**config.mk**
```make
export PLATFORM = sky130hd
export DESIGN_NAME = pmrc_top
export DESIGN_NICKNAME = d
export VERILOG_FILES = /design/src/rtl/pmrc_top.v
export VERILOG_INCLUDE_DIRS = /design/src /design/src/include
export SDC_FILE = /design/constraint.sdc
export NUM_CORES = 1
export LEC_CHECK = 0
export BUFFER_PORTS_ARGS = -buffer_cell sky130_fd_sc_hd__buf_2
export CAP_MARGIN = 10
export CORE_UTILIZATION = 53
export CTS_CLUSTER_DIAMETER = 200
export CTS_CLUSTER_SIZE = 40
export DETAILED_ROUTE_END_ITERATION = 7
export PLACE_DENSITY = 0.79
export SLEW_MARGIN = 20
export SYNTH_ARGS = -nofsm -noshare
export SYNTH_HDL_FRONTEND = slang
export SYNTH_SLANG_ARGS = --single-unit
```
**constraint.sdc**
```tcl
create_clock -name core_clk -period 2.4 [get_ports core_clk]
set_clock_uncertainty 0.1 [all_clocks]
set_input_delay 0.36 -clock core_clk [delete_from_list [all_inputs] [get_ports core_clk]]
set_output_delay 0.36 -clock core_clk [all_outputs]
set_load 0.05 [all_outputs]
```
**src/include/pmrc_map.vh**
```
// Register offsets, field positions, reset values and timing counts of the power mode and reset control block
`ifndef PMRC_MAP_VH
`define PMRC_MAP_VH
// Byte offsets on the register bus
`define PMRC_OFF_CLKSEL 12'h000
`define PMRC_OFF_CAUSE 12'h004
`define PMRC_OFF_CFG 12'h008
`define PMRC_OFF_MODE 12'h00c
`define PMRC_OFF_IRQ_STAT 12'h010
`define PMRC_OFF_IRQ_EN 12'h014
`define PMRC_OFF_IRQ_CLR 12'h018
`define PMRC_OFF_CTRL 12'h01c
// Field positions
`define PMRC_GATE_BIT 7
`define PMRC_SRC_HI 1
`define PMRC_SRC_LO 0
`define PMRC_PIN_EN_BIT 7
`define PMRC_SUBSEL_HI 5
`define PMRC_SUBSEL_LO 4
`define PMRC_CTRL_SWRST_BIT 0
`define PMRC_CTRL_REARM_BIT 1
// Reset-cause flag bits, active low as software expects
`define PMRC_RI_BIT 4
`define PMRC_TO_BIT 3
`define PMRC_PD_BIT 2
`define PMRC_POR_BIT 1
`define PMRC_BOR_BIT 0
// Reset values
`define PMRC_CLKSEL_RST 8'h00
`define PMRC_CFG_RST 8'h80
`define PMRC_CAUSE_RST 5'h1c
// Power mode codes
`define PMRC_M_PRIMARY_RUN 3'h0
`define PMRC_M_SECONDARY_RUN 3'h1
`define PMRC_M_INT_RUN 3'h2
`define PMRC_M_PRIMARY_IDLE 3'h3
`define PMRC_M_SECONDARY_IDLE 3'h4
`define PMRC_M_INT_IDLE 3'h5
`define PMRC_M_SLEEP 3'h6
// Reset kinds
`define PMRC_K_NONE 3'h0
`define PMRC_K_PIN_RUN 3'h1
`define PMRC_K_PIN_SLEEP 3'h2
`define PMRC_K_WDT 3'h3
`define PMRC_K_BOR 3'h4
`define PMRC_K_INSTR 3'h5
`define PMRC_K_STK_FULL 3'h6
`define PMRC_K_STK_UNDER 3'h7
// Pin glitch filter: 20 clocks of 10 ns before a low pin counts
`define PMRC_FILT_CYC 8'h14
// Clock switch handshake: cycles the old gate is held off before the new one opens
`define PMRC_SWITCH_CYC 4'h3
`endif

```
**src/rtl/pmrc_top.v**
```verilog
// Power mode sequencing, clock gating and reset cause control with an AXI4-Lite register slave
`timescale 1ns/1ps
`include "pmrc_map.vh"
//======================================================================
module pmrc_top (
	input wire core_clk,
	input wire rst_n,
	input wire por_n,
	input wire external_reset_pin_n,
	input wire brownout_evt,
	input wire sleep_instr,
	input wire reset_instr,
	input wire stack_full,
	input wire stack_under,
	input wire irq_wake,
	input wire watchdog_timeout,
	input wire [11:0] s_axi_awaddr,
	input wire s_axi_awvalid,
	output reg s_axi_awready,
	input wire [31:0] s_axi_wdata,
	input wire [3:0] s_axi_wstrb,
	input wire s_axi_wvalid,
	output reg s_axi_wready,
	output reg [1:0] s_axi_bresp,
	output reg s_axi_bvalid,
	input wire s_axi_bready,
	input wire [11:0] s_axi_araddr,
	input wire s_axi_arvalid,
	output reg s_axi_arready,
	output reg [31:0] s_axi_rdata,
	output reg [1:0] s_axi_rresp,
	output reg s_axi_rvalid,
	input wire s_axi_rready,
	output reg cpu_clk_en,
	output reg periph_clk_en,
	output reg pri_osc_sel,
	output reg sec_osc_sel,
	output reg int_fast_sel,
	output reg int_post_sel,
	output reg int_slow_sel,
	output reg sys_reset_req,
	output reg irq
);
	//======================================================================
	// Input synchronisers
	reg [1:0] pin_s_r, por_s_r, bor_s_r, wdt_s_r;
	always @(posedge core_clk or negedge rst_n)
	begin
		if (!rst_n)
		begin
			pin_s_r <= 2'h3;
			por_s_r <= 2'h0;
			bor_s_r <= 2'h0;
			wdt_s_r <= 2'h0;
		end
		else
		begin
			pin_s_r <= {pin_s_r[0], external_reset_pin_n};
			por_s_r <= {por_s_r[0], por_n};
			bor_s_r <= {bor_s_r[0], brownout_evt};
			wdt_s_r <= {wdt_s_r[0], watchdog_timeout};
		end
	end
	wire pin_low = ~pin_s_r[1];
	wire por_act = ~por_s_r[1];
	wire bor_act = bor_s_r[1];
	wire wdt_act = wdt_s_r[1];

	//======================================================================
	// Registers held by software
	reg [7:0] clock_select_reg_r, config_byte_high3_r;
	reg [4:0] reset_cause_reg_r;
	reg [7:0] irq_stat_r, irq_en_r;
	reg [2:0] mode_r;
	reg swrst_r;
	wire cpu_gate_select = clock_select_reg_r[`PMRC_GATE_BIT];
	wire [1:0] clock_source_select = clock_select_reg_r[`PMRC_SRC_HI:`PMRC_SRC_LO];
	wire external_reset_pin_enable = config_byte_high3_r[`PMRC_PIN_EN_BIT];

	//======================================================================
	// External reset pin filter
	// The pin is only sampled, never driven, so no output enable exists
	reg [7:0] filt_cnt_r;
	reg pin_rst_r;
	always @(posedge core_clk or negedge rst_n)
	begin
		if (!rst_n)
		begin
			filt_cnt_r <= 8'h00;
			pin_rst_r <= 1'b0;
		end
		else if (!pin_low || !external_reset_pin_enable)
		begin
			filt_cnt_r <= 8'h00;
			pin_rst_r <= 1'b0;
		end
		else if (filt_cnt_r < `PMRC_FILT_CYC) // Short pulses never reach the count
			filt_cnt_r <= filt_cnt_r + 8'h01;
		else
			pin_rst_r <= 1'b1;
	end

	//======================================================================
	// Reset kind and cause flags
	function [2:0] pmrc_mode_of;
		input gate;
		input [1:0] src;
		begin
			if (src[1])
				pmrc_mode_of = gate ? `PMRC_M_INT_IDLE : `PMRC_M_INT_RUN;
			else if (src[0])
				pmrc_mode_of = gate ? `PMRC_M_SECONDARY_IDLE : `PMRC_M_SECONDARY_RUN;
			else
				pmrc_mode_of = gate ? `PMRC_M_PRIMARY_IDLE : `PMRC_M_SLEEP;
		end
	endfunction

	wire in_low_power = (mode_r != `PMRC_M_PRIMARY_RUN);
	reg [2:0] kind;
	always @*
	begin
		kind = `PMRC_K_NONE;
		if (pin_rst_r)
			kind = (mode_r == `PMRC_M_SLEEP) ? `PMRC_K_PIN_SLEEP : `PMRC_K_PIN_RUN;
		else if (bor_act)
			kind = `PMRC_K_BOR;
		else if (wdt_act && !in_low_power)
			kind = `PMRC_K_WDT;
		else if (reset_instr || swrst_r)
			kind = `PMRC_K_INSTR;
		else if (stack_full)
			kind = `PMRC_K_STK_FULL;
		else if (stack_under)
			kind = `PMRC_K_STK_UNDER;
	end
	wire any_reset = por_act || (kind != `PMRC_K_NONE);
	wire wdt_wake = wdt_act && in_low_power; // Resume, not reset
	reg wdt_d_r;
	wire wdt_edge = wdt_act && !wdt_d_r;

	//======================================================================
	// Mode sequencer
	reg [3:0] sw_cnt_r;
	reg [2:0] tgt_r;
	wire [2:0] req_mode = pmrc_mode_of(cpu_gate_select, clock_source_select);
	always @(posedge core_clk or negedge rst_n)
	begin
		if (!rst_n)
		begin
			mode_r <= `PMRC_M_PRIMARY_RUN;
			tgt_r <= `PMRC_M_PRIMARY_RUN;
			sw_cnt_r <= 4'h0;
			wdt_d_r <= 1'b0;
		end
		else
		begin
			wdt_d_r <= wdt_act;
			if (sw_cnt_r <= 4'h1)
				mode_r <= tgt_r; // Lands with the last held-off cycle so the old mode never reopens
			if (any_reset || irq_wake || wdt_wake)
			begin
				tgt_r <= `PMRC_M_PRIMARY_RUN;
				if (tgt_r != `PMRC_M_PRIMARY_RUN)
					sw_cnt_r <= `PMRC_SWITCH_CYC;
				else if (sw_cnt_r != 4'h0)
					sw_cnt_r <= sw_cnt_r - 4'h1;
			end
			else if (sleep_instr && (mode_r == tgt_r))
			begin
				tgt_r <= req_mode; // Reduced run may go to any mode but primary run, sleep and matching idle included
				sw_cnt_r <= `PMRC_SWITCH_CYC;
			end
			else if (sw_cnt_r != 4'h0)
				sw_cnt_r <= sw_cnt_r - 4'h1; // All gates held off while switching
		end
	end

	//======================================================================
	// Clock gating and source outputs
	always @(posedge core_clk or negedge rst_n)
	begin
		if (!rst_n)
		begin
			cpu_clk_en <= 1'b1;
			periph_clk_en <= 1'b1;
			pri_osc_sel <= 1'b1;
			sec_osc_sel <= 1'b0;
			int_fast_sel <= 1'b0;
			int_post_sel <= 1'b0;
			int_slow_sel <= 1'b0;
		end
		else if (sw_cnt_r != 4'h0)
		begin
			cpu_clk_en <= 1'b0; // Break before make
			periph_clk_en <= 1'b0;
			pri_osc_sel <= 1'b0;
			sec_osc_sel <= 1'b0;
			int_fast_sel <= 1'b0;
			int_post_sel <= 1'b0;
			int_slow_sel <= 1'b0;
		end
		else
		begin
			cpu_clk_en <= (mode_r <= `PMRC_M_INT_RUN);
			periph_clk_en <= (mode_r != `PMRC_M_SLEEP);
			pri_osc_sel <= (mode_r == `PMRC_M_PRIMARY_RUN) || (mode_r == `PMRC_M_PRIMARY_IDLE);
			sec_osc_sel <= (mode_r == `PMRC_M_SECONDARY_RUN) || (mode_r == `PMRC_M_SECONDARY_IDLE);
			int_fast_sel <= ((mode_r == `PMRC_M_INT_RUN) || (mode_r == `PMRC_M_INT_IDLE))
				&& (config_byte_high3_r[`PMRC_SUBSEL_HI:`PMRC_SUBSEL_LO] == 2'h0);
			int_post_sel <= ((mode_r == `PMRC_M_INT_RUN) || (mode_r == `PMRC_M_INT_IDLE))
				&& (config_byte_high3_r[`PMRC_SUBSEL_HI:`PMRC_SUBSEL_LO] == 2'h1);
			int_slow_sel <= ((mode_r == `PMRC_M_INT_RUN) || (mode_r == `PMRC_M_INT_IDLE))
				&& config_byte_high3_r[`PMRC_SUBSEL_HI];
		end
	end

	//======================================================================
	// AXI4-Lite slave
	reg [11:0] awaddr_r;
	reg [31:0] wdata_r;
	reg [3:0] wstrb_r;
	reg aw_got_r, w_got_r;
	wire wr_go = aw_got_r && w_got_r && !s_axi_bvalid;
	wire wr_clk = wr_go && (awaddr_r == `PMRC_OFF_CLKSEL) && wstrb_r[0];
	wire wr_cfg = wr_go && (awaddr_r == `PMRC_OFF_CFG) && wstrb_r[0];
	wire wr_en = wr_go && (awaddr_r == `PMRC_OFF_IRQ_EN) && wstrb_r[0];
	wire wr_clr = wr_go && (awaddr_r == `PMRC_OFF_IRQ_CLR) && wstrb_r[0];
	wire wr_ctl = wr_go && (awaddr_r == `PMRC_OFF_CTRL) && wstrb_r[0];
	wire wr_map = (awaddr_r == `PMRC_OFF_CLKSEL) || (awaddr_r == `PMRC_OFF_CFG) || (awaddr_r == `PMRC_OFF_IRQ_EN)
		|| (awaddr_r == `PMRC_OFF_IRQ_CLR) || (awaddr_r == `PMRC_OFF_CTRL);
	always @(posedge core_clk or negedge rst_n)
	begin
		if (!rst_n)
		begin
			s_axi_awready <= 1'b0;
			s_axi_wready <= 1'b0;
			s_axi_bvalid <= 1'b0;
			s_axi_bresp <= 2'h0;
			aw_got_r <= 1'b0;
			w_got_r <= 1'b0;
			awaddr_r <= 12'h000;
			wdata_r <= 32'h0;
			wstrb_r <= 4'h0;
		end
		else
		begin
			s_axi_awready <= !aw_got_r && !s_axi_awready && s_axi_awvalid;
			s_axi_wready <= !w_got_r && !s_axi_wready && s_axi_wvalid;
			if (s_axi_awvalid && s_axi_awready)
			begin
				aw_got_r <= 1'b1;
				awaddr_r <= {s_axi_awaddr[11:2], 2'h0};
			end
			if (s_axi_wvalid && s_axi_wready)
			begin
				w_got_r <= 1'b1;
				wdata_r <= s_axi_wdata;
				wstrb_r <= s_axi_wstrb;
			end
			if (wr_go)
			begin
				s_axi_bvalid <= 1'b1;
				s_axi_bresp <= wr_map ? 2'h0 : 2'h2;
				aw_got_r <= 1'b0;
				w_got_r <= 1'b0;
			end
			else if (s_axi_bvalid && s_axi_bready)
				s_axi_bvalid <= 1'b0;
		end
	end

	always @(posedge core_clk or negedge rst_n)
	begin
		if (!rst_n)
		begin
			s_axi_arready <= 1'b0;
			s_axi_rvalid <= 1'b0;
			s_axi_rdata <= 32'h0;
			s_axi_rresp <= 2'h0;
		end
		else
		begin
			s_axi_arready <= !s_axi_arready && !s_axi_rvalid && s_axi_arvalid;
			if (s_axi_arvalid && s_axi_arready)
			begin
				s_axi_rvalid <= 1'b1;
				s_axi_rresp <= 2'h0;
				case ({s_axi_araddr[11:2], 2'h0})
					`PMRC_OFF_CLKSEL: s_axi_rdata <= {24'h0, clock_select_reg_r};
					`PMRC_OFF_CAUSE: s_axi_rdata <= {27'h0, reset_cause_reg_r};
					`PMRC_OFF_CFG: s_axi_rdata <= {24'h0, config_byte_high3_r};
					`PMRC_OFF_MODE: s_axi_rdata <= {29'h0, mode_r};
					`PMRC_OFF_IRQ_STAT: s_axi_rdata <= {24'h0, irq_stat_r};
					`PMRC_OFF_IRQ_EN: s_axi_rdata <= {24'h0, irq_en_r};
					`PMRC_OFF_IRQ_CLR, `PMRC_OFF_CTRL: s_axi_rdata <= 32'h0;
					default:
					begin
						s_axi_rdata <= 32'h0;
						s_axi_rresp <= 2'h2;
					end
				endcase
			end
			else if (s_axi_rvalid && s_axi_rready)
				s_axi_rvalid <= 1'b0;
		end
	end

	//======================================================================
	// Software registers, cause flags and interrupt
	// Events: 0 sleep entry, 1 wake, 2 pin reset, 3 watchdog, 4 brown-out, 5 instr reset, 6 stack
	wire [7:0] evt = {1'b0, (kind == `PMRC_K_STK_FULL) || (kind == `PMRC_K_STK_UNDER), kind == `PMRC_K_INSTR,
		kind == `PMRC_K_BOR, wdt_edge, (kind == `PMRC_K_PIN_RUN) || (kind == `PMRC_K_PIN_SLEEP),
		(irq_wake || wdt_wake) && in_low_power, sleep_instr && (mode_r == tgt_r)};
	always @(posedge core_clk or negedge rst_n)
	begin
		if (!rst_n)
		begin
			clock_select_reg_r <= `PMRC_CLKSEL_RST;
			config_byte_high3_r <= `PMRC_CFG_RST;
			reset_cause_reg_r <= `PMRC_CAUSE_RST;
			irq_stat_r <= 8'h00;
			irq_en_r <= 8'h00;
			swrst_r <= 1'b0;
			sys_reset_req <= 1'b0;
			irq <= 1'b0;
		end
		else
		begin
			swrst_r <= wr_ctl && wdata_r[`PMRC_CTRL_SWRST_BIT];
			sys_reset_req <= any_reset;
			irq <= |(irq_stat_r & irq_en_r);
			irq_stat_r <= (irq_stat_r & ~(wr_clr ? wdata_r[7:0] : 8'h00)) | evt; // Set wins
			if (wr_en)
				irq_en_r <= wdata_r[7:0];
			if (wr_cfg)
				config_byte_high3_r <= wdata_r[7:0];
			if (por_act || bor_act)
				clock_select_reg_r <= `PMRC_CLKSEL_RST; // Others keep contents
			else if (wr_clk)
				clock_select_reg_r <= wdata_r[7:0];
			if (por_act)
				reset_cause_reg_r <= `PMRC_CAUSE_RST;
			else if (kind == `PMRC_K_BOR)
				reset_cause_reg_r <= {reset_cause_reg_r[4:1], 1'b0};
			else if (kind == `PMRC_K_INSTR)
				reset_cause_reg_r <= {1'b0, reset_cause_reg_r[3:0]};
			else if (kind == `PMRC_K_WDT)
				reset_cause_reg_r <= {reset_cause_reg_r[4], 2'h1, reset_cause_reg_r[1:0]};
			else if (wdt_wake && wdt_edge)
				reset_cause_reg_r <= {reset_cause_reg_r[4], 2'h0, reset_cause_reg_r[1:0]};
			else if (sleep_instr && (mode_r == tgt_r) && req_mode == `PMRC_M_SLEEP)
				reset_cause_reg_r <= {reset_cause_reg_r[4:3], 1'b0, reset_cause_reg_r[1:0]};
			else if (wr_ctl && wdata_r[`PMRC_CTRL_REARM_BIT])
				reset_cause_reg_r <= 5'h1f; // Software rearms flags
		end
	end
endmodule // pmrc_top

```
Yosys cells after proc, flatten, opt, wreduce, memory -nomap -nowiden
Cells that the tools add are included.

storage, ports and cells
  register bits = 137
  word-level logic and storage cells = 232
  output and inout port bits = 50

cells by class
  reductions and logical operators = 83
  multiplexer cells = 50
  magnitude comparators = 3
  $add $sub $neg = 2
  eq/ne operators = 47
  bitwise operators = 5

operators by type and width
  operator             number
  $eq 10x3->1 const B  7
  $pmux 8 s6           1
  $mux 8               5
  $mux 3               13
  $logic_and 1x1->1    35
  $mux 5               7
  $eq 10x2->1 const B  3
  $eq 3x3->1 const B   8
  $ne 3x3->1 const B   8
  $mux 1               17
  $and 8x8->8          2
  $logic_or 1x1->1     16
  $mux 4               4
  $reduce_or 8->1      2
  $reduce_bool 2->1    7
  $eq 3x2->1 const B   4
  $logic_not 12->1     1
  $ne 2x2->1 const B   6
  $eq 10x1->1 const B  1
  $logic_not 1->1      10
  $logic_not 10->1     1
  $reduce_and 5->1     2
  $reduce_bool 3->1    3
  $add 8x1->8 const B  1
  22 further kinds     26

Longest topological paths before layout
Gate-level depths: netlist of run 1.

  depth in word-level cells = 12
  depth in mapped cells = 7

Worst setup path after synthesis of run 1
OpenSTA, ideal clock, no wires.

  path type = register -> register
  start point = register s_axi_bvalid
  end point = register config_byte_high3_r[0]
  buffers on the path = 0
  data arrival time = 1841 ps
  stages on the path, launching flop included = 6
  period minus slack after synthesis = 2066 ps
  path slack = 334 ps
  setup time = 125 ps
  required time = 2175 ps
  path through = dfrtp_1 > and4b_1 > and3_4 > nand2_4 > nor3_4 > mux2_2

on the way
  word-level cells in the longest chain between the ends = 4

RTL lines
  item                            line            source
  start, declared                 pmrc_top.v:25   output reg s_axi_bvalid,
  start signal, assigned          pmrc_top.v:237  s_axi_bvalid <= 1'b0;
  start signal, assigned          pmrc_top.v:262  s_axi_bvalid <= 1'b1;
  start signal, assigned          pmrc_top.v:268  s_axi_bvalid <= 1'b0;
  $logic_not 1->1                 pmrc_top.v:223  wire wr_go = aw_got_r && w_got_r && !s_axi_bvalid;
  $logic_and 1x1->1               pmrc_top.v:223
  $logic_and 1x1->1 (2 in a row)  pmrc_top.v:225  wire wr_cfg = wr_go && (awaddr_r == `PMRC_OFF_CFG) && wstrb_r[0];
  end signal, assigned            pmrc_top.v:319  config_byte_high3_r <= `PMRC_CFG_RST;
  end signal, assigned            pmrc_top.v:336  config_byte_high3_r <= wdata_r[7:0];
  end, declared                   pmrc_top.v:71   reg [7:0] clock_select_reg_r, config_byte_high3_r;

Every way passes these cells.
A chain may end at the register's enable or synchronous reset.

Worst setup path in the final report of run 1
  start point = register mode_r[0]
  end point = register reset_cause_reg_r[3]

on the way
  word-level cells in the longest chain between the ends = 11
  elaborated cells on any way between the ends = 26

RTL lines
  item                                line            source
  start, declared                     pmrc_top.v:74   reg [2:0] mode_r;
  start signal, assigned              pmrc_top.v:150  mode_r <= `PMRC_M_PRIMARY_RUN;
  start signal, assigned              pmrc_top.v:159  mode_r <= tgt_r;
  $reduce_bool 3->1 (no source line)  --
  $logic_not 1->1                     pmrc_top.v:127  else if (wdt_act && !in_low_power)
  $logic_and 1x1->1                   pmrc_top.v:127
  $mux 3                              pmrc_top.v:127
  $mux 3                              pmrc_top.v:125  else if (bor_act)
  $mux 3                              pmrc_top.v:123  if (pin_rst_r)
  $eq 3x2->1 (no source line)         --
  $mux 5                              pmrc_top.v:347  else if (kind == `PMRC_K_WDT)
  $mux 5                              pmrc_top.v:345  else if (kind == `PMRC_K_INSTR)
  $mux 5                              pmrc_top.v:343  else if (kind == `PMRC_K_BOR)
  $mux 5                              pmrc_top.v:341  if (por_act)
  end signal, assigned                pmrc_top.v:342  reset_cause_reg_r <= `PMRC_CAUSE_RST;
  end signal, assigned                pmrc_top.v:344  reset_cause_reg_r <= {reset_cause_reg_r[4:1], 1'b0};
  end signal, assigned                pmrc_top.v:346  reset_cause_reg_r <= {1'b0, reset_cause_reg_r[3:0]};
  end, declared                       pmrc_top.v:72   reg [4:0] reset_cause_reg_r;

Several ways; a longest one is shown, not always the timed one. The select of a mux whose other input is x is not followed.

==> results of run 1 <==
==> synth_stat cells (all sizes together), types with 3 or more instances <==
cell    count
dfrtp     102
mux2       41
buf        32
nand2      28
nor2       23
a21oi      16
nor3       14
nand3      13
inv        12
o21ai      12
a22o       11
dfstp       9
clkbuf      8
nor3b       8
xnor2       7
nor2b       6
a22oi       5
a31oi       5
and2        5
mux2i       5
nand2b      5
nor4        5
or3         5
a21o        4
ha          4
mux4        4
nand4       4
a221o       3
o21a        3
xor2        3
==> layer usage <==
layer	wire length, um	vias to the layer above
li1	-	1661
met1	4480	1752
met2	5020	117
met3	517	15
met4	209	0
met5	0	-
==> registers in the layout (all words and copies together) (netlist names), 2 cells and up <==
| signal | flops |
|---|---|
| awaddr_r | 10 |
| filt_cnt_r | 8 |
| reset_cause_reg_r | 5 |
| wdt_s_r | 2 |
| irq_en_r | 8 |
| pin_s_r | 2 |
| mode_r | 3 |
| clock_select_reg_r | 8 |
| wdata_r | 8 |
| config_byte_high3_r | 8 |
| por_s_r | 2 |
| sw_cnt_r | 4 |
| s_axi_rdata | 8 |
| bor_s_r | 2 |
| tgt_r | 3 |
| irq_stat_r | 8 |
==> power by group through the flow <==
| stage | clock [mW] | sequential [mW] | combinational (mW) |
|---|---|---|---|
| after floorplan | 0 | 2.64 | 0.728 |
| after global placement | 0 | 2.56 | 1.07 |
| after detailed placement | 0 | 2.58 | 1.11 |
| after CTS | 1.02 | 2.55 | 1.12 |
| after global routing | 1.10 | 2.59 | 1.21 |
| final | 1.00 | 2.55 | 1.11 |
==> stage by stage <==
step | setup slack, ns | hold WS [ns] | power [mW]
after floorplan | 0.334 | -0.0356 | 3.37
after global placement | 0.361 | 0.236 | 3.63
after detailed placement | 0.347 | 0.237 | 3.69
after CTS | 0.317 | 0.0757 | 4.68
after global routing | 0.199 | 0.0780 | 4.90
final | 0.318 | 0.0793 | 4.66
==> final cells by class <==
class / instances / share of cell area, %
multi-input cells: 292 / 36.5
repair buffers: 88 / 8.94
clock inverters: 5 / 0.626
flip-flops and latches: 111 / 48.1
well taps: 129 / 2.78
clock buffers: 11 / 2.27
inverters: 12 / 0.777
==> worst max-delay path, cell delays in order, from the launching register on <==
cell                       delay, ns
sky130_fd_sc_hd__dfrtp_1        0.48
sky130_fd_sc_hd__buf_4          0.19
sky130_fd_sc_hd__nor3_4         0.28
sky130_fd_sc_hd__a21oi_1        0.16
sky130_fd_sc_hd__o211ai_1       0.34
sky130_fd_sc_hd__o211ai_1       0.15
sky130_fd_sc_hd__a211o_1        0.31
==> path summary, 6_finish.rpt <==
path,start,slack [ns],endpoint,cells after the start
min,s_axi_rready,0.08,s_axi_rvalid,2
max,mode_r[0],0.32,reset_cause_reg_r[3],6
max reg2reg,mode_r[0],0.32,reset_cause_reg_r[3],6
max in group asynchronous,rst_n,1.11,w_got_r,3
min in group asynchronous,rst_n,0.37,wdata_r[2],2
min reg2reg,bor_s_r[0],0.26,bor_s_r[1],0
==> kinds of logic after synthesis <==
family / Yosys count / synth area share, %
simple gates: 123 / 14.1
flops: 111 / 54.6
compound gates: 79 / 10.9
buf+inv: 52 / 5.92
mux: 50 / 11.8
xor+xnor: 10 / 1.71
fa+ha+maj: 4 / 0.979
other cells: 1 / 0.0734
==> flow_results.xml, run 1 <==
<?xml version="1.0" encoding="UTF-8"?>
<metrics>
  <group name="worst_hold_path">
    <metric name="worstHoldPathType" unit="">in -&gt; reg</metric>
  </group>
  <group name="finish">
    <metric name="num-nets-final" unit="">594</metric>
    <metric name="design_area" unit="mm^2">0.00580</metric>
    <metric name="layout_commonest_cell" unit="">sky130_fd_sc_hd__dfrtp_1</metric>
    <metric name="n_antenna_cell" unit="">0</metric>
    <metric name="layout.cells.non_filler" unit="">648</metric>
    <metric name="post-route-util" unit="%">62.4</metric>
    <metric name="register_area" unit="mm^2">0.00279</metric>
    <metric name="fillers" unit="">771</metric>
    <metric name="area_used_by_multi_input_combinational_logic" unit="mm^2">0.00211</metric>
    <metric name="highest_count_cells_in_the_layout_ignoring_fill_and_taps" unit="">sky130_fd_sc_hd__dfrtp_1, sky130_fd_sc_hd__buf_2, sky130_fd_sc_hd__mux2_2</metric>
    <metric name="drive_above_1_share" unit="%">31.4</metric>
    <metric name="area_growth_syn_to_layout" unit="%">13.4</metric>
  </group>
  <group name="cts">
    <metric name="clock_transition_time_at_the_flip_flop_clock_pins_of_the_worst_setup_and_hold_paths" unit="ns">0.10</metric>
    <metric name="cts_repair_resize_count" unit="">0</metric>
    <metric name="cts_tree" unit="">done</metric>
    <metric name="post_cts_hold_buffer_count" unit="">5</metric>
    <metric name="max-clock-path-buffers" unit="">2</metric>
    <metric name="clock-sinks" unit="">111</metric>
    <metric name="cts_setup_buffers" unit="">0</metric>
    <metric name="cts-root-buf" unit="">sky130_fd_sc_hd__clkbuf_8</metric>
    <metric name="cts.htree.levels" unit="">3</metric>
    <metric name="cts_bufs_inserted" unit="">9</metric>
    <metric name="worstSkewPairLatency" unit="ns">0.37</metric>
  </group>
  <group name="synth">
    <metric name="syn_area" unit="mm^2">0.00511</metric>
    <metric name="cell_taking_the_most_area_after_synthesis" unit="">sky130_fd_sc_hd__dfrtp_1</metric>
    <metric name="ys_types" unit="">60</metric>
    <metric name="syn_area_per_cell" unit="um^2">11.9</metric>
    <metric name="ys_warn_count" unit="">0</metric>
    <metric name="synth_top_cells_by_area" unit="">sky130_fd_sc_hd__dfrtp_1, sky130_fd_sc_hd__mux2_2, sky130_fd_sc_hd__dfstp_2, sky130_fd_sc_hd__buf_4, sky130_fd_sc_hd__nand2_1</metric>
    <metric name="yosys_register_bits" unit="">111</metric>
    <metric name="synth_enable_flop_cells" unit="">0</metric>
    <metric name="synth_top_area_share" unit="%">49.9</metric>
    <metric name="synth_top_flop_cell" unit="">sky130_fd_sc_hd__dfrtp_1</metric>
    <metric name="synthesis.instances" unit="">430</metric>
    <metric name="ys_seq_area_share" unit="%">54.6</metric>
    <metric name="fraction_of_registers_with_async_set_or_reset_after_synthesis" unit="%">100</metric>
  </group>
  <group name="global_routing">
    <metric name="grt_most_used_layer" unit="">met2</metric>
    <metric name="grt_use_met3" unit="%">4.11</metric>
    <metric name="globalRoute.totalOverflow" unit="">0</metric>
    <metric name="initial_antenna_violation_count" unit="">0</metric>
    <metric name="maximum_number_of_pins_on_one_net_before_global_route_repair" unit="">37</metric>
    <metric name="groute.usage.overall" unit="%">22.2</metric>
    <metric name="grt_pass1_vias" unit="">3554</metric>
    <metric name="gr-usage-met1" unit="%">28.4</metric>
    <metric name="grt_pass1_wl" unit="um">17000</metric>
    <metric name="gr_met2_demand_resource" unit="%">37.5</metric>
  </group>
  <group name="placed_design">
    <metric name="routabilityCongestion" unit="">0.858</metric>
    <metric name="dpl.hpwl" unit="um">7540</metric>
    <metric name="number_of_placed_instances_with_taps_included" unit="">627</metric>
    <metric name="placement.cell_area" unit="mm^2">0.00558</metric>
    <metric name="port-buffer-count" unit="">68</metric>
  </group>
  <group name="timing">
    <metric name="fmaxAchievable" unit="MHz">480</metric>
    <metric name="setup_viol" unit="">0</metric>
    <metric name="timing_worst_slew_pin_value" unit="ns">0.498</metric>
    <metric name="slew_headroom" unit="%">66.5</metric>
    <metric name="layout_worst_path_cycle_share" unit="%">86.7</metric>
    <metric name="fin_tns_setup" unit="ns">0</metric>
    <metric name="unrepaired_setup_endpoints_after_global_routing" unit="">no</metric>
    <metric name="report.final.hold_viol_count" unit="">0</metric>
    <metric name="final_max_slew_viol_count" unit="">0</metric>
    <metric name="min_period" unit="ns">2.08</metric>
  </group>
  <group name="worst_setup_path">
    <metric name="crit_fanout" unit="">7</metric>
    <metric name="timing.critical_path.required" unit="ns">2.60</metric>
    <metric name="arrival" unit="ns">2.28</metric>
    <metric name="crit_path_start_kind" unit="">flop</metric>
    <metric name="critPathCaptureType" unit="">flop</metric>
    <metric name="criticalPathCategory" unit="">reg -&gt; reg</metric>
  </group>
  <group name="floorplan">
    <metric name="die_width" unit="um">100</metric>
    <metric name="fp.dieArea" unit="mm^2">0.0100</metric>
    <metric name="placementRows" unit="">35</metric>
    <metric name="count_of_pins_on_the_block_boundary" unit="">126</metric>
    <metric name="die_height" unit="um">100</metric>
    <metric name="core_area" unit="mm^2">0.00928</metric>
    <metric name="effective_utilization_at_floorplan" unit="%">55.1</metric>
  </group>
  <group name="pwr">
    <metric name="power_leakage" unit="nW">2.78</metric>
    <metric name="swShare" unit="%">35.3</metric>
    <metric name="switching_power" unit="mW">1.65</metric>
    <metric name="peak_supply_drop" unit="mV">0.566</metric>
    <metric name="power_density" unit="mW/mm^2">804</metric>
    <metric name="power_frac_clock" unit="%">21.5</metric>
    <metric name="pwr-share-seq" unit="%">54.7</metric>
    <metric name="share_comb_of_total_power" unit="%">23.8</metric>
    <metric name="internal_power" unit="mW">3.01</metric>
  </group>
  <group name="detailed_routing">
    <metric name="drt-pass1-iter-count" unit="">4</metric>
    <metric name="avgRoutedWirePerCell" unit="um">15.8</metric>
    <metric name="wl" unit="um">10200</metric>
    <metric name="via_per_inst" unit="">5.47</metric>
    <metric name="drc" unit="">0</metric>
    <metric name="drtAntennaViolNets" unit="">0</metric>
    <metric name="via_count" unit="">3545</metric>
    <metric name="drtIter0Drc" unit="">137</metric>
  </group>
  <group name="run_status">
    <metric name="result_of_the_run" unit="">complete, no violations</metric>
  </group>
  <group name="flow_run">
    <metric name="drv.max_cap_violation_count" unit="">0</metric>
  </group>
</metrics>
Note: power is estimated with default switching activity, not from simulation.
==> inputs of run 2 (changes only) <==
RECOVER_POWER = 100   (was not set)
==> run 2 against run 1 <==
Effect of this change:
- non-clock buffer count is the same
- sequential share of layout area is 0.88 points higher
- die area unchanged
- global-route usage did not move
- final cell count unchanged
- highest routed layer unchanged
==> flow_results.xml, run 2 (synthesized netlist as in run 1, its figures left out) <==
<?xml version="1.0" encoding="UTF-8"?>
<metrics>
  <group name="detailed_routing">
    <metric name="via_count" unit="">3567</metric>
    <metric name="drt-pass1-iter-count" unit="">4</metric>
    <metric name="wl" unit="um">10400</metric>
    <metric name="avgRoutedWirePerCell" unit="um">16.0</metric>
    <metric name="drc" unit="">0</metric>
    <metric name="drtAntennaViolNets" unit="">0</metric>
    <metric name="drtIter0Drc" unit="">124</metric>
    <metric name="via_per_inst" unit="">5.50</metric>
  </group>
  <group name="finish">
    <metric name="drive_above_1_share" unit="%">24.5</metric>
    <metric name="area_growth_syn_to_layout" unit="%">11.3</metric>
    <metric name="num-nets-final" unit="">594</metric>
    <metric name="highest_count_cells_in_the_layout_ignoring_fill_and_taps" unit="">sky130_fd_sc_hd__dfrtp_1, sky130_fd_sc_hd__buf_2, sky130_fd_sc_hd__mux2_2</metric>
    <metric name="max_reg_flops" unit="">10</metric>
    <metric name="n_antenna_cell" unit="">0</metric>
    <metric name="regMostFlops" unit="">awaddr_r</metric>
    <metric name="fillers" unit="">795</metric>
    <metric name="layout_commonest_cell" unit="">sky130_fd_sc_hd__dfrtp_1</metric>
  </group>
  <group name="worst_setup_path">
    <metric name="critPathLaunch" unit="">awaddr_r[9]</metric>
    <metric name="path_buf_inv" unit="">2</metric>
    <metric name="regToRegStartpoint" unit="">awaddr_r[9]</metric>
    <metric name="timing.critical_path.required" unit="ns">2.56</metric>
    <metric name="worst-path-stages" unit="">7</metric>
    <metric name="critical_path.max_stage_delay" unit="ns">0.41</metric>
    <metric name="ff2ff_path_depth" unit="">7</metric>
    <metric name="crit_path_start_kind" unit="">flop</metric>
    <metric name="worstPathCellList" unit="">nor4_1 &gt; clkbuf_1 &gt; nand4_1 &gt; nor3b_1 &gt; buf_4 &gt; nand2_1 &gt; a22o_1</metric>
    <metric name="critPathCaptureType" unit="">flop</metric>
    <metric name="crit_fanout" unit="">8</metric>
    <metric name="crit_slowest_cell" unit="">sky130_fd_sc_hd__nor4_1</metric>
    <metric name="criticalPathCategory" unit="">reg -&gt; reg</metric>
    <metric name="cp_top_family" unit="">simple AND/OR/NAND/NOR gates</metric>
    <metric name="arrival" unit="ns">2.30</metric>
  </group>
  <group name="run_status">
    <metric name="result_of_the_run" unit="">complete, no violations</metric>
  </group>
  <group name="timing">
    <metric name="fin_tns_setup" unit="ns">0</metric>
    <metric name="slew_headroom" unit="%">38.7</metric>
    <metric name="unrepaired_setup_endpoints_after_global_routing" unit="">no</metric>
    <metric name="layout_worst_path_cycle_share" unit="%">89.1</metric>
    <metric name="final_max_slew_viol_count" unit="">0</metric>
    <metric name="post-route-worst-setup-slack" unit="ns">0.263</metric>
    <metric name="setup_viol" unit="">0</metric>
    <metric name="timing_worst_slew_pin_value" unit="ns">0.920</metric>
    <metric name="report.final.hold_viol_count" unit="">0</metric>
    <metric name="min_period" unit="ns">2.14</metric>
    <metric name="hold_slack" unit="ns">0.0759</metric>
    <metric name="fmaxAchievable" unit="MHz">468</metric>
  </group>
  <group name="flow_run">
    <metric name="drv.max_cap_violation_count" unit="">0</metric>
  </group>
  <group name="floorplan">
    <metric name="die_height" unit="um">100</metric>
    <metric name="die_width" unit="um">100</metric>
    <metric name="fp.dieArea" unit="mm^2">0.0100</metric>
    <metric name="effective_utilization_at_floorplan" unit="%">55.1</metric>
    <metric name="core_area" unit="mm^2">0.00928</metric>
    <metric name="placementRows" unit="">35</metric>
    <metric name="count_of_pins_on_the_block_boundary" unit="">126</metric>
  </group>
  <group name="worst_hold_path">
    <metric name="worstHoldPathType" unit="">in -&gt; reg</metric>
    <metric name="hp-start" unit="">s_axi_rready</metric>
    <metric name="worstHoldPathCells" unit="">2</metric>
  </group>
  <group name="global_routing">
    <metric name="globalRoute.totalOverflow" unit="">0</metric>
    <metric name="initial_antenna_violation_count" unit="">0</metric>
    <metric name="groute.usage.overall" unit="%">22.2</metric>
    <metric name="grt_pass1_wl" unit="um">17000</metric>
    <metric name="grt_pass1_vias" unit="">3554</metric>
    <metric name="maximum_number_of_pins_on_one_net_before_global_route_repair" unit="">37</metric>
  </group>
  <group name="cts">
    <metric name="cts_bufs_inserted" unit="">9</metric>
    <metric name="worstSkewPairLatency" unit="ns">0.37</metric>
    <metric name="cts_repair_resize_count" unit="">0</metric>
    <metric name="clock_transition_time_at_the_flip_flop_clock_pins_of_the_worst_setup_and_hold_paths" unit="ns">0.10</metric>
    <metric name="cts_tree" unit="">done</metric>
    <metric name="cts_setup_buffers" unit="">0</metric>
    <metric name="post_cts_hold_buffer_count" unit="">5</metric>
    <metric name="cts.htree.levels" unit="">3</metric>
    <metric name="clock-sinks" unit="">111</metric>
    <metric name="max-clock-path-buffers" unit="">2</metric>
    <metric name="cts-root-buf" unit="">sky130_fd_sc_hd__clkbuf_8</metric>
  </group>
  <group name="placed_design">
    <metric name="port-buffer-count" unit="">68</metric>
    <metric name="dpl.hpwl" unit="um">7540</metric>
    <metric name="dp_worst_setup_slack" unit="ns">0.347</metric>
    <metric name="routabilityCongestion" unit="">0.858</metric>
  </group>
  <group name="pwr">
    <metric name="peak_supply_drop" unit="mV">0.561</metric>
    <metric name="power_density" unit="mW/mm^2">810</metric>
    <metric name="power_leakage" unit="nW">2.65</metric>
  </group>
</metrics>
run 2: changes by cell type in the layout (fill, tap and decap cells not counted), sizes merged:
| cell | before | now |
|---|---|---|
| buf | 83 | 50 |
| clkbuf | 11 | 44 |
run 2: path summary, 6_finish.rpt:
path | to | slack, ns
worst min register to register | bor_s_r[1] | 0.26
worst max register to register | irq_stat_r[4] | 0.26
worst min-delay path | s_axi_rvalid | 0.08
min in group asynchronous | wdata_r[2] | 0.55
max in group asynchronous | w_got_r | 0.51
worst max-delay path | irq_stat_r[4] | 0.26
run 2: power by group:
part           leakage (nW)  total [mW]  internal [mW]  switching, mW
Combinational          1.18        1.07          0.409          0.662
Clock                0.0760        1.00          0.381          0.623
Sequential             1.40        2.53           2.19          0.346
run 2: through the flow:
| stage | area, um^2 | utilization [%] | total power, mW | instances |
|---|---|---|---|---|
| 6_report | 5690 | 61.3 | 4.61 | 648 |
| 5_1_grt | 5690 | 61.3 | 4.85 | 648 |
| 4_1_cts | 5800 | 62.4 | 4.68 | 648 |
| 3_5_place_dp | 5580 | 60.1 | 3.69 | 627 |
| 3_3_place_gp | 5580 | 60.1 | 3.63 | 627 |
| 2_1_floorplan | 5210 | - | 3.37 | 455 |
run 2: layout make-up:
| cell class | count | area, um^2 | area share [%] |
|---|---|---|---|
| clock buffers | 11 | 131 | 2.31 |
| clock inverters | 5 | 36.3 | 0.638 |
| inverters | 12 | 45.0 | 0.791 |
| multi-input cells | 292 | 2070 | 36.4 |
| flip-flops and latches | 111 | 2790 | 49.0 |
| well taps | 129 | 161 | 2.84 |
| repair buffers | 88 | 458 | 8.05 |
run 2: layer usage:
layer	vias to the layer above	track usage [%]	share of wire, %
met5	-	0	0
met4	0	8.92	2.4
met3	19	4.11	5.7
met2	140	37.5	48
met1	1750	28.4	44
li1	1658	-	-
==> inputs of run 3 (changes only) <==
CORE_UTILIZATION = 48   (was 53)
GPL_ROUTABILITY_DRIVEN = 1   (was not set)
PLACE_DENSITY = 0.76   (was 0.79)
clock period = 1.8 ns   (was 2.4 ns; I/O delays follow)
==> run 3 against run 2 <==
Effect of this change:
- the run now ends with setup timing left
- global-route usage fell by 1.0 points
- die area up 10%
- first-iteration DRC count up 28%
- clock power increased by 48%
- non-clock buffer count grew 43
- cell area increased by 11%
- count of clock-buffer cells in the layout down 2
- routed wire length is 7.0% higher
- critical path depth unchanged
- combinational power is 67% higher
- critical path type unchanged
- largest power group unchanged
==> flow_results.xml, run 3 (synthesized netlist as in run 1, its figures left out) <==
<?xml version="1.0" encoding="UTF-8"?>
<metrics>
  <group name="run_status">
    <metric name="result_of_the_run" unit="">complete, but fails checks</metric>
    <metric name="failed_checks" unit="">setup timing</metric>
  </group>
  <group name="detailed_routing">
    <metric name="met1_length" unit="um">4790</metric>
    <metric name="avgRoutedWirePerCell" unit="um">15.9</metric>
    <metric name="via_per_inst" unit="">5.33</metric>
    <metric name="route.met3.wl" unit="um">600</metric>
    <metric name="drt-pass1-iter-count" unit="">4</metric>
    <metric name="drc" unit="">0</metric>
    <metric name="via_count" unit="">3722</metric>
    <metric name="drtAntennaViolNets" unit="">0</metric>
    <metric name="drtIter0Drc" unit="">159</metric>
    <metric name="top_signal_layer_used" unit="">met4</metric>
    <metric name="wl" unit="um">11100</metric>
    <metric name="route.met2.wl" unit="um">5420</metric>
  </group>
  <group name="worst_setup_path">
    <metric name="critPathCaptureType" unit="">flop</metric>
    <metric name="timing.critical_path.required" unit="ns">1.98</metric>
    <metric name="arrival" unit="ns">2.15</metric>
    <metric name="crit_path_start_kind" unit="">flop</metric>
    <metric name="criticalPathCategory" unit="">reg -&gt; reg</metric>
    <metric name="crit_fanout" unit="">8</metric>
  </group>
  <group name="timing">
    <metric name="report.final.hold_viol_count" unit="">0</metric>
    <metric name="layout_worst_path_cycle_share" unit="%">110</metric>
    <metric name="min_period" unit="ns">1.97</metric>
    <metric name="timing_worst_slew_pin_value" unit="ns">0.840</metric>
    <metric name="unrepaired_setup_endpoints_after_global_routing" unit="">yes</metric>
    <metric name="slew_headroom" unit="%">44.0</metric>
    <metric name="post-route-worst-setup-slack" unit="ns">-0.174</metric>
    <metric name="fmaxAchievable" unit="MHz">507</metric>
    <metric name="final_max_slew_viol_count" unit="">0</metric>
    <metric name="setup_viol" unit="">35</metric>
  </group>
  <group name="cts">
    <metric name="max-clock-path-buffers" unit="">2</metric>
    <metric name="cts.htree.levels" unit="">3</metric>
    <metric name="cts-root-buf" unit="">sky130_fd_sc_hd__clkbuf_8</metric>
    <metric name="clock-sinks" unit="">111</metric>
    <metric name="clock_transition_time_at_the_flip_flop_clock_pins_of_the_worst_setup_and_hold_paths" unit="ns">0.11</metric>
    <metric name="cts_bufs_inserted" unit="">9</metric>
    <metric name="cts_tree" unit="">done</metric>
    <metric name="worstSkewPairLatency" unit="ns">0.38</metric>
  </group>
  <group name="finish">
    <metric name="drive_above_1_share" unit="%">39.1</metric>
    <metric name="layout_commonest_cell" unit="">sky130_fd_sc_hd__dfrtp_1</metric>
    <metric name="post-route-util" unit="%">61.3</metric>
    <metric name="max_reg_flops" unit="">10</metric>
    <metric name="n_antenna_cell" unit="">0</metric>
    <metric name="design_area" unit="mm^2">0.00633</metric>
    <metric name="regMostFlops" unit="">awaddr_r</metric>
    <metric name="area_growth_syn_to_layout" unit="%">23.8</metric>
    <metric name="fillers" unit="">814</metric>
    <metric name="num-nets-final" unit="">637</metric>
    <metric name="highest_count_cells_in_the_layout_ignoring_fill_and_taps" unit="">sky130_fd_sc_hd__dfrtp_1, sky130_fd_sc_hd__buf_2, sky130_fd_sc_hd__buf_4</metric>
  </group>
  <group name="pwr">
    <metric name="power_frac_clock" unit="%">22.3</metric>
    <metric name="switching_power" unit="mW">2.43</metric>
    <metric name="internal_power" unit="mW">4.21</metric>
    <metric name="power_leakage" unit="nW">3.01</metric>
    <metric name="share_comb_of_total_power" unit="%">26.9</metric>
    <metric name="pwr-share-seq" unit="%">50.7</metric>
    <metric name="power_density" unit="mW/mm^2">1050</metric>
    <metric name="peak_supply_drop" unit="mV">1.08</metric>
    <metric name="swShare" unit="%">36.5</metric>
  </group>
  <group name="global_routing">
    <metric name="grt_pass1_vias" unit="">3766</metric>
    <metric name="grt_pass1_wl" unit="um">18300</metric>
    <metric name="groute.usage.overall" unit="%">21.2</metric>
    <metric name="initial_antenna_violation_count" unit="">0</metric>
    <metric name="globalRoute.totalOverflow" unit="">0</metric>
    <metric name="maximum_number_of_pins_on_one_net_before_global_route_repair" unit="">35</metric>
  </group>
  <group name="floorplan">
    <metric name="die_height" unit="um">105</metric>
    <metric name="die_width" unit="um">105</metric>
    <metric name="effective_utilization_at_floorplan" unit="%">49.5</metric>
    <metric name="fp.dieArea" unit="mm^2">0.0111</metric>
    <metric name="core_area" unit="mm^2">0.0103</metric>
    <metric name="placementRows" unit="">37</metric>
    <metric name="count_of_pins_on_the_block_boundary" unit="">126</metric>
  </group>
  <group name="placed_design">
    <metric name="port-buffer-count" unit="">68</metric>
    <metric name="placement.cell_area" unit="mm^2">0.00586</metric>
    <metric name="dpl.hpwl" unit="um">8090</metric>
    <metric name="routabilityCongestion" unit="">0.835</metric>
  </group>
  <group name="flow_run">
    <metric name="drv.max_cap_violation_count" unit="">0</metric>
  </group>
  <group name="worst_hold_path">
    <metric name="worstHoldPathType" unit="">in -&gt; reg</metric>
  </group>
</metrics>
-- run 3: changes by cell type in the layout (fill, tap and decap cells not counted), moves of 6 or more --
cell / change
sky130_fd_sc_hd__a21oi_1: -6
sky130_fd_sc_hd__nand2_1: -7
sky130_fd_sc_hd__nand2_2: +6
sky130_fd_sc_hd__buf_2: +18
sky130_fd_sc_hd__a21oi_2: +6
sky130_fd_sc_hd__buf_6: +6
sky130_fd_sc_hd__clkbuf_1: -22
sky130_fd_sc_hd__buf_4: +34
-- run 3: area by class of cell --
type / instances / area [um^2] / area share (%)
Clock buffer: 9 / 124 / 1.96
Clock inverter: 7 / 72.6 / 1.15
Inverter: 12 / 45.0 / 0.712
Multi-Input combinational cell: 292 / 2270 / 36.0
Sequential cell: 111 / 2790 / 44.1
Tap cell: 136 / 170 / 2.69
Timing Repair Buffer: 131 / 848 / 13.4
-- run 3: path summary, 6_finish.rpt --
path / cells after the start / start / endpoint / slack [ns]
worst min register to register: 0 / bor_s_r[0] / bor_s_r[1] / 0.26
worst max-delay path: 7 / awaddr_r[10] / irq_stat_r[4] / -0.17
worst max register to register: 7 / awaddr_r[10] / irq_stat_r[4] / -0.17
worst min-delay path: 2 / s_axi_awaddr[4] / awaddr_r[4] / 0.01
min in group asynchronous: 2 / rst_n / wdata_r[4] / 0.42
max in group asynchronous: 3 / rst_n / config_byte_high3_r[7] / 0.16
-- run 3: power groups by stage --
stage / Sequential, mW / Clock [mW] / Combinational, mW
final: 3.37 / 1.48 / 1.79
after global routing: 3.43 / 1.61 / 1.95
after CTS: 3.36 / 1.52 / 1.78
after detailed placement: 3.39 / 0 / 1.72
after global placement: 3.36 / 0 / 1.66
after floorplan: 3.52 / 0 / 0.980
-- run 3: per-layer routing --
metal	up-vias	GRT usage (%)
met3	21	4.62
met1	1818	27.1
met4	0	7.75
met5	-	0
met2	140	35.3
li1	1743	-
-- run 3: through the flow --
stage,power [mW],instances,setup WS (ns),TNS [ns],hold WS (ns)
after detailed placement,5.11,664,-0.154,-2.87,0.168
after floorplan,4.50,455,-0.171,-1.58,-0.126
after global placement,5.02,664,-0.125,-2.14,0.165
final,6.64,698,-0.174,-3.33,0.0145
after CTS,6.66,692,-0.138,-2.58,0.00168
after global routing,6.99,698,-0.241,-7.64,0.00114
-- run 3: timing repair --
action / CTS / global route
hold buffers: 7 / 2
endpoints found under the hold margin: 32 / 2
setup endpoints to repair: 32 / 44
setup buffers: 5 / 7
gates resized for setup: 20 / 26
pin swaps: 12 / 17
-- run 3: worst max-delay path, stage by stage (launching register included) --
cell                      delay (ns)
sky130_fd_sc_hd__dfrtp_1        0.43
sky130_fd_sc_hd__nor4_4         0.36
sky130_fd_sc_hd__buf_4          0.18
sky130_fd_sc_hd__nand4_1        0.17
sky130_fd_sc_hd__nor3b_4        0.22
sky130_fd_sc_hd__buf_6          0.18
sky130_fd_sc_hd__nand2_2        0.05
sky130_fd_sc_hd__a22o_1         0.18
